[config.mk]
export PLATFORM = sky130hd
export DESIGN_NAME = mapc_ctrl
export DESIGN_NICKNAME = d
export VERILOG_FILES = /design/src/rtl/mapc_pkg.sv /design/src/rtl/mapc_sync.sv /design/src/rtl/mapc_lba_limit.sv /design/src/rtl/mapc_ctrl.sv
export SDC_FILE = /design/constraint.sdc
export NUM_CORES = 1
export LEC_CHECK = 0
export BUFFER_PORTS_ARGS = -buffer_cell sky130_fd_sc_hd__buf_2
export CAP_MARGIN = 10
export CORE_MARGIN = 2
export CORE_UTILIZATION = 50
export CTS_CLUSTER_SIZE = 20
export DETAILED_ROUTE_END_ITERATION = 10
export HOLD_SLACK_MARGIN = 0.12
export PLACE_DENSITY = 0.69
export SLEW_MARGIN = 30
export SYNTH_ARGS = -nofsm -noshare
export SYNTH_HDL_FRONTEND = slang
export SYNTH_SLANG_ARGS = --single-unit
[constraint.sdc]
create_clock -name pclk -period 3.15 [get_ports pclk]
set_input_delay 0.315 -clock pclk [delete_from_list [all_inputs] [get_ports pclk]]
set_output_delay 0.315 -clock pclk [all_outputs]
set_load 0.01 [all_outputs]
[src/rtl/mapc_pkg.sv]
/*
  Shared constants and types of the maximum-address limit controller: register map,
  command codes, field positions, identify bits and state encodings.
  Assumes a 32-bit APB register bus and 48-bit logical block addresses.
*/
package mapc_pkg;

  localparam int unsigned LBA_W = 48;
  localparam int unsigned PW_W = 32;
  localparam int unsigned ADDR_W = 12;

  // native highest block of the medium, fixed for this drive
  localparam logic [47:0] NATIVE_MAX_LBA = 48'h0000_00C1_ACFF;

  localparam logic [7:0] OP_READ_NATIVE = 8'hF8;
  localparam logic [7:0] OP_SET_MAX = 8'hF9;

  localparam logic [7:0] SUB_SET_MAX = 8'h00;
  localparam logic [7:0] SUB_SET_PW = 8'h01;
  localparam logic [7:0] SUB_LOCK = 8'h02;
  localparam logic [7:0] SUB_UNLOCK = 8'h03;
  localparam logic [7:0] SUB_FREEZE = 8'h04;

  localparam logic [11:0] OFF_CMD = 12'h000;
  localparam logic [11:0] OFF_ARG_LO = 12'h004;
  localparam logic [11:0] OFF_ARG_HI = 12'h008;
  localparam logic [11:0] OFF_PWD = 12'h00C;
  localparam logic [11:0] OFF_STATUS = 12'h010;
  localparam logic [11:0] OFF_RES_LO = 12'h014;
  localparam logic [11:0] OFF_RES_HI = 12'h018;
  localparam logic [11:0] OFF_MAX_LO = 12'h01C;
  localparam logic [11:0] OFF_MAX_HI = 12'h020;
  localparam logic [11:0] OFF_IDENT = 12'h024;
  localparam logic [11:0] OFF_ID_CAP = 12'h028;

  localparam int unsigned CMD_OP_LSB = 0;
  localparam int unsigned CMD_FEAT_LSB = 8;
  localparam int unsigned CMD_NV_BIT = 16;

  // identify word 83 / 86 bit for the set-max security extension
  localparam int unsigned ID_SETMAX_BIT = 8;

  localparam logic [1:0] PU_SYNC_CYCLES = 2'h2;

  localparam logic [47:0] LBA_ZERO = 48'h0000_0000_0000;
  localparam logic [31:0] PW_ZERO = 32'h0000_0000;

  typedef enum logic [1:0] {
    LK_UNLOCKED = 2'b00,
    LK_LOCKED = 2'b01,
    LK_FROZEN = 2'b10
  } mapc_lock_e;

  typedef enum logic [1:0] {
    PU_SYNC = 2'b00,
    PU_LOAD = 2'b01,
    PU_RUN = 2'b10
  } mapc_pu_e;

  typedef struct packed {
    logic nv;
    logic [7:0] feat;
    logic [7:0] opcode;
  } mapc_cmd_s;

  typedef struct packed {
    logic acc_deny;
    logic pw_set;
    mapc_lock_e lock;
    logic abort;
    logic done;
  } mapc_stat_s;

  localparam mapc_cmd_s CMD_RESET = 17'h0_0000;

endpackage

[src/rtl/mapc_sync.sv]
/*
  Two-flop synchroniser for levels arriving from outside the pclk domain.
  Assumes multi-bit inputs are quasi-static while they are sampled.
*/
`timescale 1ns/1ps
module mapc_sync #(
  parameter int unsigned W = 1
) (
  input wire logic pclk,
  input wire logic presetn,
  input wire logic [W-1:0] d,
  output logic [W-1:0] q
);

  logic [W-1:0] meta_q;

  always_ff @(posedge pclk or negedge presetn) begin
    if (!presetn) begin
      meta_q <= '0;
      q <= '0;
    end else begin
      meta_q <= d;
      q <= meta_q;
    end
  end

endmodule

[src/rtl/mapc_lba_limit.sv]
/*
  Access gate: checks each media request against the current maximum block.
  Assumes requests come from logic on pclk, one per cycle at most.
*/
`timescale 1ns/1ps
module mapc_lba_limit
  import mapc_pkg::*;
(
  input wire logic pclk,
  input wire logic presetn,
  input wire logic acc_valid,
  input wire logic [LBA_W-1:0] acc_lba,
  input wire logic [LBA_W-1:0] max_lba,
  output logic acc_done,
  output logic acc_deny
);

  logic acc_done_d;
  logic acc_deny_d;

  always_comb begin
    acc_done_d = acc_valid;
    // anything past the limit looks like a block that does not exist
    acc_deny_d = acc_valid && (acc_lba > max_lba);
  end

  always_ff @(posedge pclk or negedge presetn) begin
    if (!presetn) begin
      acc_done <= 1'b0;
      acc_deny <= 1'b0;
    end else begin
      acc_done <= acc_done_d;
      acc_deny <= acc_deny_d;
    end
  end

endmodule

[src/rtl/mapc_ctrl.sv]
/*
  Maximum-address limit controller: command interpreter for read-native-max and
  set-max with its password, lock, unlock and freeze-lock extension, APB registers,
  identify reporting and the media access gate.
  Assumes presetn is the power-on reset, drive_reset a hard/soft reset level from the
  link side, and nv_max_lba the stored nonvolatile limit, stable around power-up.
*/
`timescale 1ns/1ps
module mapc_ctrl
  import mapc_pkg::*;
(
  input wire logic pclk,
  input wire logic presetn,
  input wire logic psel,
  input wire logic penable,
  input wire logic pwrite,
  input wire logic [ADDR_W-1:0] paddr,
  input wire logic [31:0] pwdata,
  output logic [31:0] prdata,
  output logic pready,
  output logic pslverr,
  input wire logic drive_reset,
  input wire logic [LBA_W-1:0] nv_max_lba,
  output logic nv_wr,
  output logic [LBA_W-1:0] nv_wr_lba,
  output logic [LBA_W-1:0] max_lba,
  input wire logic acc_valid,
  input wire logic [LBA_W-1:0] acc_lba,
  output logic acc_done,
  output logic acc_deny
);

  // bus side
  logic pready_q, pready_d;
  logic pslverr_q, pslverr_d;
  logic [31:0] prdata_q, prdata_d;
  logic wr_en;
  logic setup;

  // argument and command registers
  mapc_cmd_s cmd_q, cmd_d;
  logic [LBA_W-1:0] arg_q, arg_d;
  logic [PW_W-1:0] pwd_arg_q, pwd_arg_d;
  logic [LBA_W-1:0] res_q, res_d;

  // limit and extension state
  logic [LBA_W-1:0] max_q, max_d;
  logic [LBA_W-1:0] nv_shadow_q, nv_shadow_d;
  logic [PW_W-1:0] pw_q, pw_d;
  logic pw_set_q, pw_set_d;
  mapc_lock_e lock_q, lock_d;
  logic done_q, done_d;
  logic abort_q, abort_d;
  logic nv_wr_q, nv_wr_d;
  logic [LBA_W-1:0] nv_wr_lba_q, nv_wr_lba_d;

  // power-up and reset tracking
  mapc_pu_e pu_q, pu_d;
  logic [1:0] pu_cnt_q, pu_cnt_d;
  logic hrst_s;
  logic hrst_prev_q;
  logic hrst_evt;
  logic [LBA_W-1:0] nv_in_s;
  logic [LBA_W-1:0] nv_in_clip;

  mapc_cmd_s cmd_in;
  logic cmd_go;
  logic abort_c;
  mapc_stat_s stat;
  logic [15:0] id_w83;
  logic [15:0] id_w86;
  logic [LBA_W-1:0] cap;

  mapc_sync #(.W(1)) u_sync_rst (
    .pclk(pclk),
    .presetn(presetn),
    .d(drive_reset),
    .q(hrst_s)
  );

  mapc_sync #(.W(LBA_W)) u_sync_nv (
    .pclk(pclk),
    .presetn(presetn),
    .d(nv_max_lba),
    .q(nv_in_s)
  );

  mapc_lba_limit u_limit (
    .pclk(pclk),
    .presetn(presetn),
    .acc_valid(acc_valid),
    .acc_lba(acc_lba),
    .max_lba(max_q),
    .acc_done(acc_done),
    .acc_deny(acc_deny)
  );

  assign setup = psel && !penable;
  assign wr_en = psel && penable && pwrite && pready_q;
  assign hrst_evt = hrst_s && !hrst_prev_q;
  assign cmd_in = '{nv: pwdata[CMD_NV_BIT], feat: pwdata[CMD_FEAT_LSB +: 8], opcode: pwdata[CMD_OP_LSB +: 8]};
  assign cmd_go = wr_en && (paddr == OFF_CMD);
  assign nv_in_clip = (nv_in_s > NATIVE_MAX_LBA) ? NATIVE_MAX_LBA : nv_in_s;
  assign cap = max_q + 48'h0000_0000_0001;
  assign stat = '{acc_deny: acc_deny, pw_set: pw_set_q, lock: lock_q, abort: abort_q, done: done_q};

  always_comb begin
    id_w83 = 16'h0000;
    id_w86 = 16'h0000;
    id_w83[ID_SETMAX_BIT] = 1'b1;
    id_w86[ID_SETMAX_BIT] = pw_set_q;
  end

  // bus answer: one wait-free access phase, registered data and error
  always_comb begin
    pready_d = setup;
    pslverr_d = 1'b0;
    prdata_d = prdata_q;
    if (setup) begin
      prdata_d = 32'h0000_0000;
      case (paddr)
        OFF_CMD: prdata_d = {15'h0000, cmd_q};
        OFF_ARG_LO: prdata_d = arg_q[31:0];
        OFF_ARG_HI: prdata_d = {16'h0000, arg_q[47:32]};
        OFF_PWD: prdata_d = 32'h0000_0000;
        OFF_STATUS: prdata_d = {26'h000_0000, stat};
        OFF_RES_LO: prdata_d = res_q[31:0];
        OFF_RES_HI: prdata_d = {16'h0000, res_q[47:32]};
        OFF_MAX_LO: prdata_d = max_q[31:0];
        OFF_MAX_HI: prdata_d = {16'h0000, max_q[47:32]};
        OFF_IDENT: prdata_d = {id_w86, id_w83};
        OFF_ID_CAP: prdata_d = cap[31:0];
        default: pslverr_d = 1'b1;
      endcase
    end
  end

  // argument registers
  always_comb begin
    arg_d = arg_q;
    pwd_arg_d = pwd_arg_q;
    if (wr_en && paddr == OFF_ARG_LO) begin
      arg_d[31:0] = pwdata;
    end
    if (wr_en && paddr == OFF_ARG_HI) begin
      arg_d[47:32] = pwdata[15:0];
    end
    if (wr_en && paddr == OFF_PWD) begin
      pwd_arg_d = pwdata;
    end
  end

  // command interpreter
  always_comb begin
    cmd_d = cmd_q;
    res_d = res_q;
    max_d = max_q;
    nv_shadow_d = nv_shadow_q;
    pw_d = pw_q;
    pw_set_d = pw_set_q;
    lock_d = lock_q;
    done_d = done_q;
    abort_d = abort_q;
    nv_wr_d = 1'b0;
    nv_wr_lba_d = nv_wr_lba_q;
    abort_c = 1'b0;
    if (cmd_go) begin
      cmd_d = cmd_in;
      if (pu_q != PU_RUN) begin
        abort_c = 1'b1;
      end else begin
        case (cmd_in.opcode)
          OP_READ_NATIVE: begin
            res_d = NATIVE_MAX_LBA;
          end
          OP_SET_MAX: begin
            case (cmd_in.feat)
              SUB_SET_MAX: begin
                if (lock_q != LK_UNLOCKED || arg_q > NATIVE_MAX_LBA) begin
                  abort_c = 1'b1;
                end else begin
                  max_d = arg_q;
                  res_d = arg_q;
                  if (cmd_in.nv) begin
                    nv_shadow_d = arg_q;
                    nv_wr_d = 1'b1;
                    nv_wr_lba_d = arg_q;
                  end
                end
              end
              SUB_SET_PW: begin
                if (lock_q != LK_UNLOCKED) begin
                  abort_c = 1'b1;
                end else begin
                  pw_d = pwd_arg_q;
                  pw_set_d = 1'b1;
                  lock_d = LK_UNLOCKED;
                end
              end
              SUB_LOCK: begin
                if (lock_q != LK_UNLOCKED || !pw_set_q) begin
                  abort_c = 1'b1;
                end else begin
                  lock_d = LK_LOCKED;
                end
              end
              SUB_UNLOCK: begin
                if (lock_q != LK_LOCKED || pwd_arg_q != pw_q) begin
                  abort_c = 1'b1;
                end else begin
                  lock_d = LK_UNLOCKED;
                end
              end
              SUB_FREEZE: begin
                if (lock_q != LK_UNLOCKED) begin
                  abort_c = 1'b1;
                end else begin
                  lock_d = LK_FROZEN;
                end
              end
              default: abort_c = 1'b1;
            endcase
          end
          default: abort_c = 1'b1;
        endcase
      end
      done_d = 1'b1;
      abort_d = abort_c;
    end
    // stored limit back in force after hard/soft reset; password and lock kept
    if (hrst_evt) begin
      max_d = nv_shadow_q;
    end
    if (pu_q == PU_LOAD) begin
      max_d = nv_in_clip;
      nv_shadow_d = nv_in_clip;
    end
  end

  // power-up sequence: let the stored limit settle through the synchroniser
  always_comb begin
    pu_d = pu_q;
    pu_cnt_d = pu_cnt_q;
    case (pu_q)
      PU_SYNC: begin
        pu_cnt_d = pu_cnt_q + 2'h1;
        if (pu_cnt_q == PU_SYNC_CYCLES) begin
          pu_d = PU_LOAD;
        end
      end
      PU_LOAD: pu_d = PU_RUN;
      PU_RUN: pu_d = PU_RUN;
      default: pu_d = PU_SYNC;
    endcase
  end

  always_ff @(posedge pclk or negedge presetn) begin
    if (!presetn) begin
      pready_q <= 1'b0;
      pslverr_q <= 1'b0;
      prdata_q <= 32'h0000_0000;
      arg_q <= LBA_ZERO;
      pwd_arg_q <= PW_ZERO;
      hrst_prev_q <= 1'b0;
    end else begin
      pready_q <= pready_d;
      pslverr_q <= pslverr_d;
      prdata_q <= prdata_d;
      arg_q <= arg_d;
      pwd_arg_q <= pwd_arg_d;
      hrst_prev_q <= hrst_s;
    end
  end

  // power-on clears password and lock; volatile limit falls with it
  always_ff @(posedge pclk or negedge presetn) begin
    if (!presetn) begin
      cmd_q <= CMD_RESET;
      res_q <= LBA_ZERO;
      max_q <= NATIVE_MAX_LBA;
      nv_shadow_q <= NATIVE_MAX_LBA;
      pw_q <= PW_ZERO;
      pw_set_q <= 1'b0;
      lock_q <= LK_UNLOCKED;
      done_q <= 1'b0;
      abort_q <= 1'b0;
      nv_wr_q <= 1'b0;
      nv_wr_lba_q <= LBA_ZERO;
    end else begin
      cmd_q <= cmd_d;
      res_q <= res_d;
      max_q <= max_d;
      nv_shadow_q <= nv_shadow_d;
      pw_q <= pw_d;
      pw_set_q <= pw_set_d;
      lock_q <= lock_d;
      done_q <= done_d;
      abort_q <= abort_d;
      nv_wr_q <= nv_wr_d;
      nv_wr_lba_q <= nv_wr_lba_d;
    end
  end

  always_ff @(posedge pclk or negedge presetn) begin
    if (!presetn) begin
      pu_q <= PU_SYNC;
      pu_cnt_q <= 2'h0;
    end else begin
      pu_q <= pu_d;
      pu_cnt_q <= pu_cnt_d;
    end
  end

  assign prdata = prdata_q;
  assign pready = pready_q;
  assign pslverr = pslverr_q;
  assign nv_wr = nv_wr_q;
  assign nv_wr_lba = nv_wr_lba_q;
  assign max_lba = max_q;

endmodule

==> flow_summary.json <==
{
  "die_area_um2": 42800,
  "clk_latency_ns": 0.61,
  "setup_viol": 0,
  "cts_max_level": 2,
  "n_fill_cell": 3218,
  "yosysUniqueCellTypes": 74,
  "crit_path_start_kind": "register",
  "fp-row-count": 74,
  "num_vias": 16300,
  "cp_data_arrival_time_ns": 3.44,
  "setup_tns_ns": 0,
  "cts_made_buffers": 49,
  "place_congestion": 0.928,
  "grt.total_usage_pct": 31.6,
  "antenna_found_initial": 0,
  "antenna_left": 0,
  "cp_max_fo": 15,
  "syn2layout_area_growth_pct": 24.2,
  "cts.sink_count": 466,
  "cts_tree": "built",
  "maxCapViolCount": 0,
  "io_buffers": 279,
  "io_pins": 280,
  "yosysWarnings": 0,
  "root_buffer": "clkbuf_16",
  "outcome": "complete, no violations",
  "ys_ff_latch": 466,
  "avgSynthCellArea_um2": 11.6,
  "post_drt_wl_per_cell_um": 24.3,
  "synth_edf_count": 0,
  "maxSlewHeadroom_pct": 38.4,
  "hold_path_class": "in -> reg",
  "synthCells": 1772,
  "leakagePower_nw": 12.5,
  "final.period_utilization_pct": 93.7,
  "routed_wl_um": 66600,
  "clk_path_buf_depth": 3,
  "slew_violations": 0,
  "layout-drive-gt1-share_pct": 29.9,
  "start_util_pct": 50.5,
  "critPathBufInv": 1,
  "critical_path_class": "reg -> reg",
  "grt_overflow": 0,
  "met3_usage_pct": 8.90,
  "rsz0062_at_grt": "no",
  "grt_use_met1_pct": 42.0,
  "syn_area_um2": 20600,
  "die_w_um": 207,
  "grt_pass1_wl_um": 100000,
  "fmax_mhz": 339,
  "fin_skew_ns": 0.0263,
  "drt_iter0_markers": 1460,
  "powerDensity_nw_per_um2": 517,
  "grt.met2_usage_pct": 48.6,
  "vdd_drop_max_v": 0.000478,
  "total_power_mw": 13.2,
  "worstPathCellList": "nor4_1, buf_4, nand4_1, or4_1, or4_4, mux2i_1, a221oi_1",
  "tightestPinTransition_ns": 0.923,
  "multi_input_area_um2": 8220,
  "critical_path.top_delay_family": "simple AND/OR/NAND/NOR gates",
  "setup_ws_ns": 0.199,
  "async_reset_ff_share_pct": 100,
  "layout_min_cycle_time_ns": 2.95,
  "busiest_layer": "met2",
  "crit_slowest_cell": "or4_4",
  "reg2reg_slack_ns": 0.20,
  "cp-end-kind": "register",
  "hold_violations": 0,
  "nets": 2368,
  "pre_cts_slack_ns": 0.192,
  "yosysSeqAreaShare_pct": 56.8,
  "coreArea_um2": 40700,
  "clk_pin_slew_ns": 0.06,
  "post_cts_buffers": 0,
  "syn_nets": 1973,
  "dp_hpwl_um": 47800,
  "via_per_inst": 5.96,
  "grt_max_degree": 92,
  "max_stage_delay_ns": 0.75,
  "firstDrtPassIters": 5,
  "regArea_um2": 11700,
  "chipHeight_um": 207,
  "grt_pass1_vias": 16500,
  "synth_ff_type": "dfrtp_1",
  "required_ns": 3.64,
  "drc": 0
}
## path summary, 6_finish.rpt
check / start / endpoint / depth (start not counted)
max reg2reg: arg_q[25]$_DFFE_PN0P_ / nv_shadow_q[6]$_DFFE_PN1P_ / 7
min reg2reg: u_sync_nv.meta_q[11]$_DFF_PN0_ / u_sync_nv.q[11]$_DFF_PN0_ / 0
max in group asynchronous: presetn / nv_shadow_q[13]$_DFFE_PN1P_ / 3
min: pwdata[8] / lock_q[0]$_DFFE_PN0P_ / 3
min in group asynchronous: presetn / u_sync_rst.q$_DFF_PN0_ / 2
max: arg_q[25]$_DFFE_PN0P_ / nv_shadow_q[6]$_DFFE_PN1P_ / 7
## Yosys cell counts, types with 4 or more instances
cell	number	area (um2)
buf_2	11	55.1
and4_1	7	61.3
nand2_1	112	420
o21a_1	4	30.0
nor2_1	106	398
nand3_1	46	230
mux2_2	155	1750
or3_1	7	43.8
a22oi_1	16	120
a211oi_1	6	45.0
and2_1	53	332
xor2_1	29	254
mux2i_1	33	330
o31ai_1	6	45.0
nor4b_1	5	43.8
dfrtp_1	436	10900
buf_1	10	37.5
o21ai_0	44	220
a2bb2oi_1	7	61.3
nor3_1	22	110
nor4_2	4	50.1
inv_1	76	285
a221oi_1	38	333
a31oi_1	25	156
nand4_1	29	181
and3_1	35	219
a222oi_1	13	130
a221o_1	11	110
xnor2_1	21	184
a21o_1	13	97.6
or4_1	7	52.6
dfstp_2	30	788
o22a_1	16	140
o22ai_1	19	119
a22o_1	13	114
ha_1	54	676
a21oi_1	76	380
nor4_1	30	188
nand2b_1	7	43.8
clkbuf_1	79	297
o32ai_1	7	61.3
## metrics by stage
| stage | std cells | instance area (um2) | hold slack (ns) | utilization, % |
|---|---|---|---|---|
| 6_report | 2739 | 25600 | 0.172 | 62.8 |
| 5_1_grt | 2738 | 25600 | 0.159 | 62.8 |
| 3_5_place_dp | 2570 | 23100 | 0.335 | 56.7 |
| 4_1_cts | 2738 | 25600 | 0.142 | 62.7 |
| 3_3_place_gp | 2570 | 23100 | 0.334 | 56.7 |
| 2_1_floorplan | 1772 | 20600 | 0.0194 | - |
## per-layer routing
metal,vias to the layer above,part of all wire (%)
met4,0,4.6
met1,8084,41
met3,170,9.8
li1,7219,-
met2,839,45
met5,-,0
## worst reg2reg max path, delay by kind of cell, from the launching register on
kind	cells	cell delay [ns]
AO/OA/AOI/OAI	1	0.31
buffers and inverters	1	0.20
flip-flops	1	0.40
multiplexers	1	0.20
AND/OR/NAND/NOR	4	1.77
## power breakdown
part           leakage, nW  total, mW  switching (mW)  internal, mW
Combinational         5.60      0.996           0.607         0.390
Sequential            6.09       6.30           0.151          6.15
Clock                0.812       5.92            2.46          3.46
## cell families after synthesis
kind of cell	Yosys count	share of synthesized area (%)
compound gates	345	11.9
xor+xnor	50	2.13
fa+ha+maj	54	3.28
buf+inv	183	3.54
flops	466	56.8
mux	188	10.1
simple gates	486	12.2
## state kept, by name, indices dropped and copies added, names as in the netlist, 48 cells and up
register	cells
arg_q	48
max_lba	48
nv_shadow_q	48
nv_wr_lba	48
res_q	48
u_sync_nv.meta_q	48
u_sync_nv.q	48
## layout by cell type (no fill, tap or decap), types with 19 or more instances in the layout
| cell type | netlist | layout |
|---|---|---|
| nor4_1 | 30 | 29 |
| mux2_2 | 155 | 155 |
| a31oi_1 | 25 | 25 |
| nand3_1 | 46 | 46 |
| a21oi_1 | 76 | 76 |
| dfstp_2 | 30 | 30 |
| inv_1 | 76 | 76 |
| nand4_1 | 29 | 29 |
| clkbuf_16 | 0 | 49 |
| buf_2 | 11 | 278 |
| o22ai_1 | 19 | 19 |
| dlygate4sd3_1 | 0 | 78 |
| buf_4 | 1 | 80 |
| and3_1 | 35 | 35 |
| xnor2_1 | 21 | 21 |
| nor3_1 | 22 | 21 |
| xor2_1 | 29 | 29 |
| o21ai_0 | 44 | 44 |
| nand2_1 | 112 | 112 |
| dfrtp_1 | 436 | 436 |
| a221oi_1 | 38 | 38 |
| and2_1 | 53 | 53 |
| mux2i_1 | 33 | 33 |
| nor2_1 | 106 | 105 |
| ha_1 | 54 | 53 |
## layout make-up
type / count / share of cell area (%)
inverter: 78 / 1.14
clock inverter: 19 / 0.993
tap: 532 / 2.60
antenna: 1 / 0.00979
timing repair buffer: 449 / 11.8
sequential: 466 / 45.7
multi-input combinational: 1123 / 32.2
clock buffer: 71 / 5.51
## what timing repair did
| item | 4_1_cts | 5_1_grt |
|---|---|---|
| endpoints found under the setup margin | 0 | 1 |
| hold endpoints to repair | 178 | 0 |
| hold buffers | 78 | 0 |
| gates resized for setup | 0 | 1 |
(Power assumes the default switching activity.)
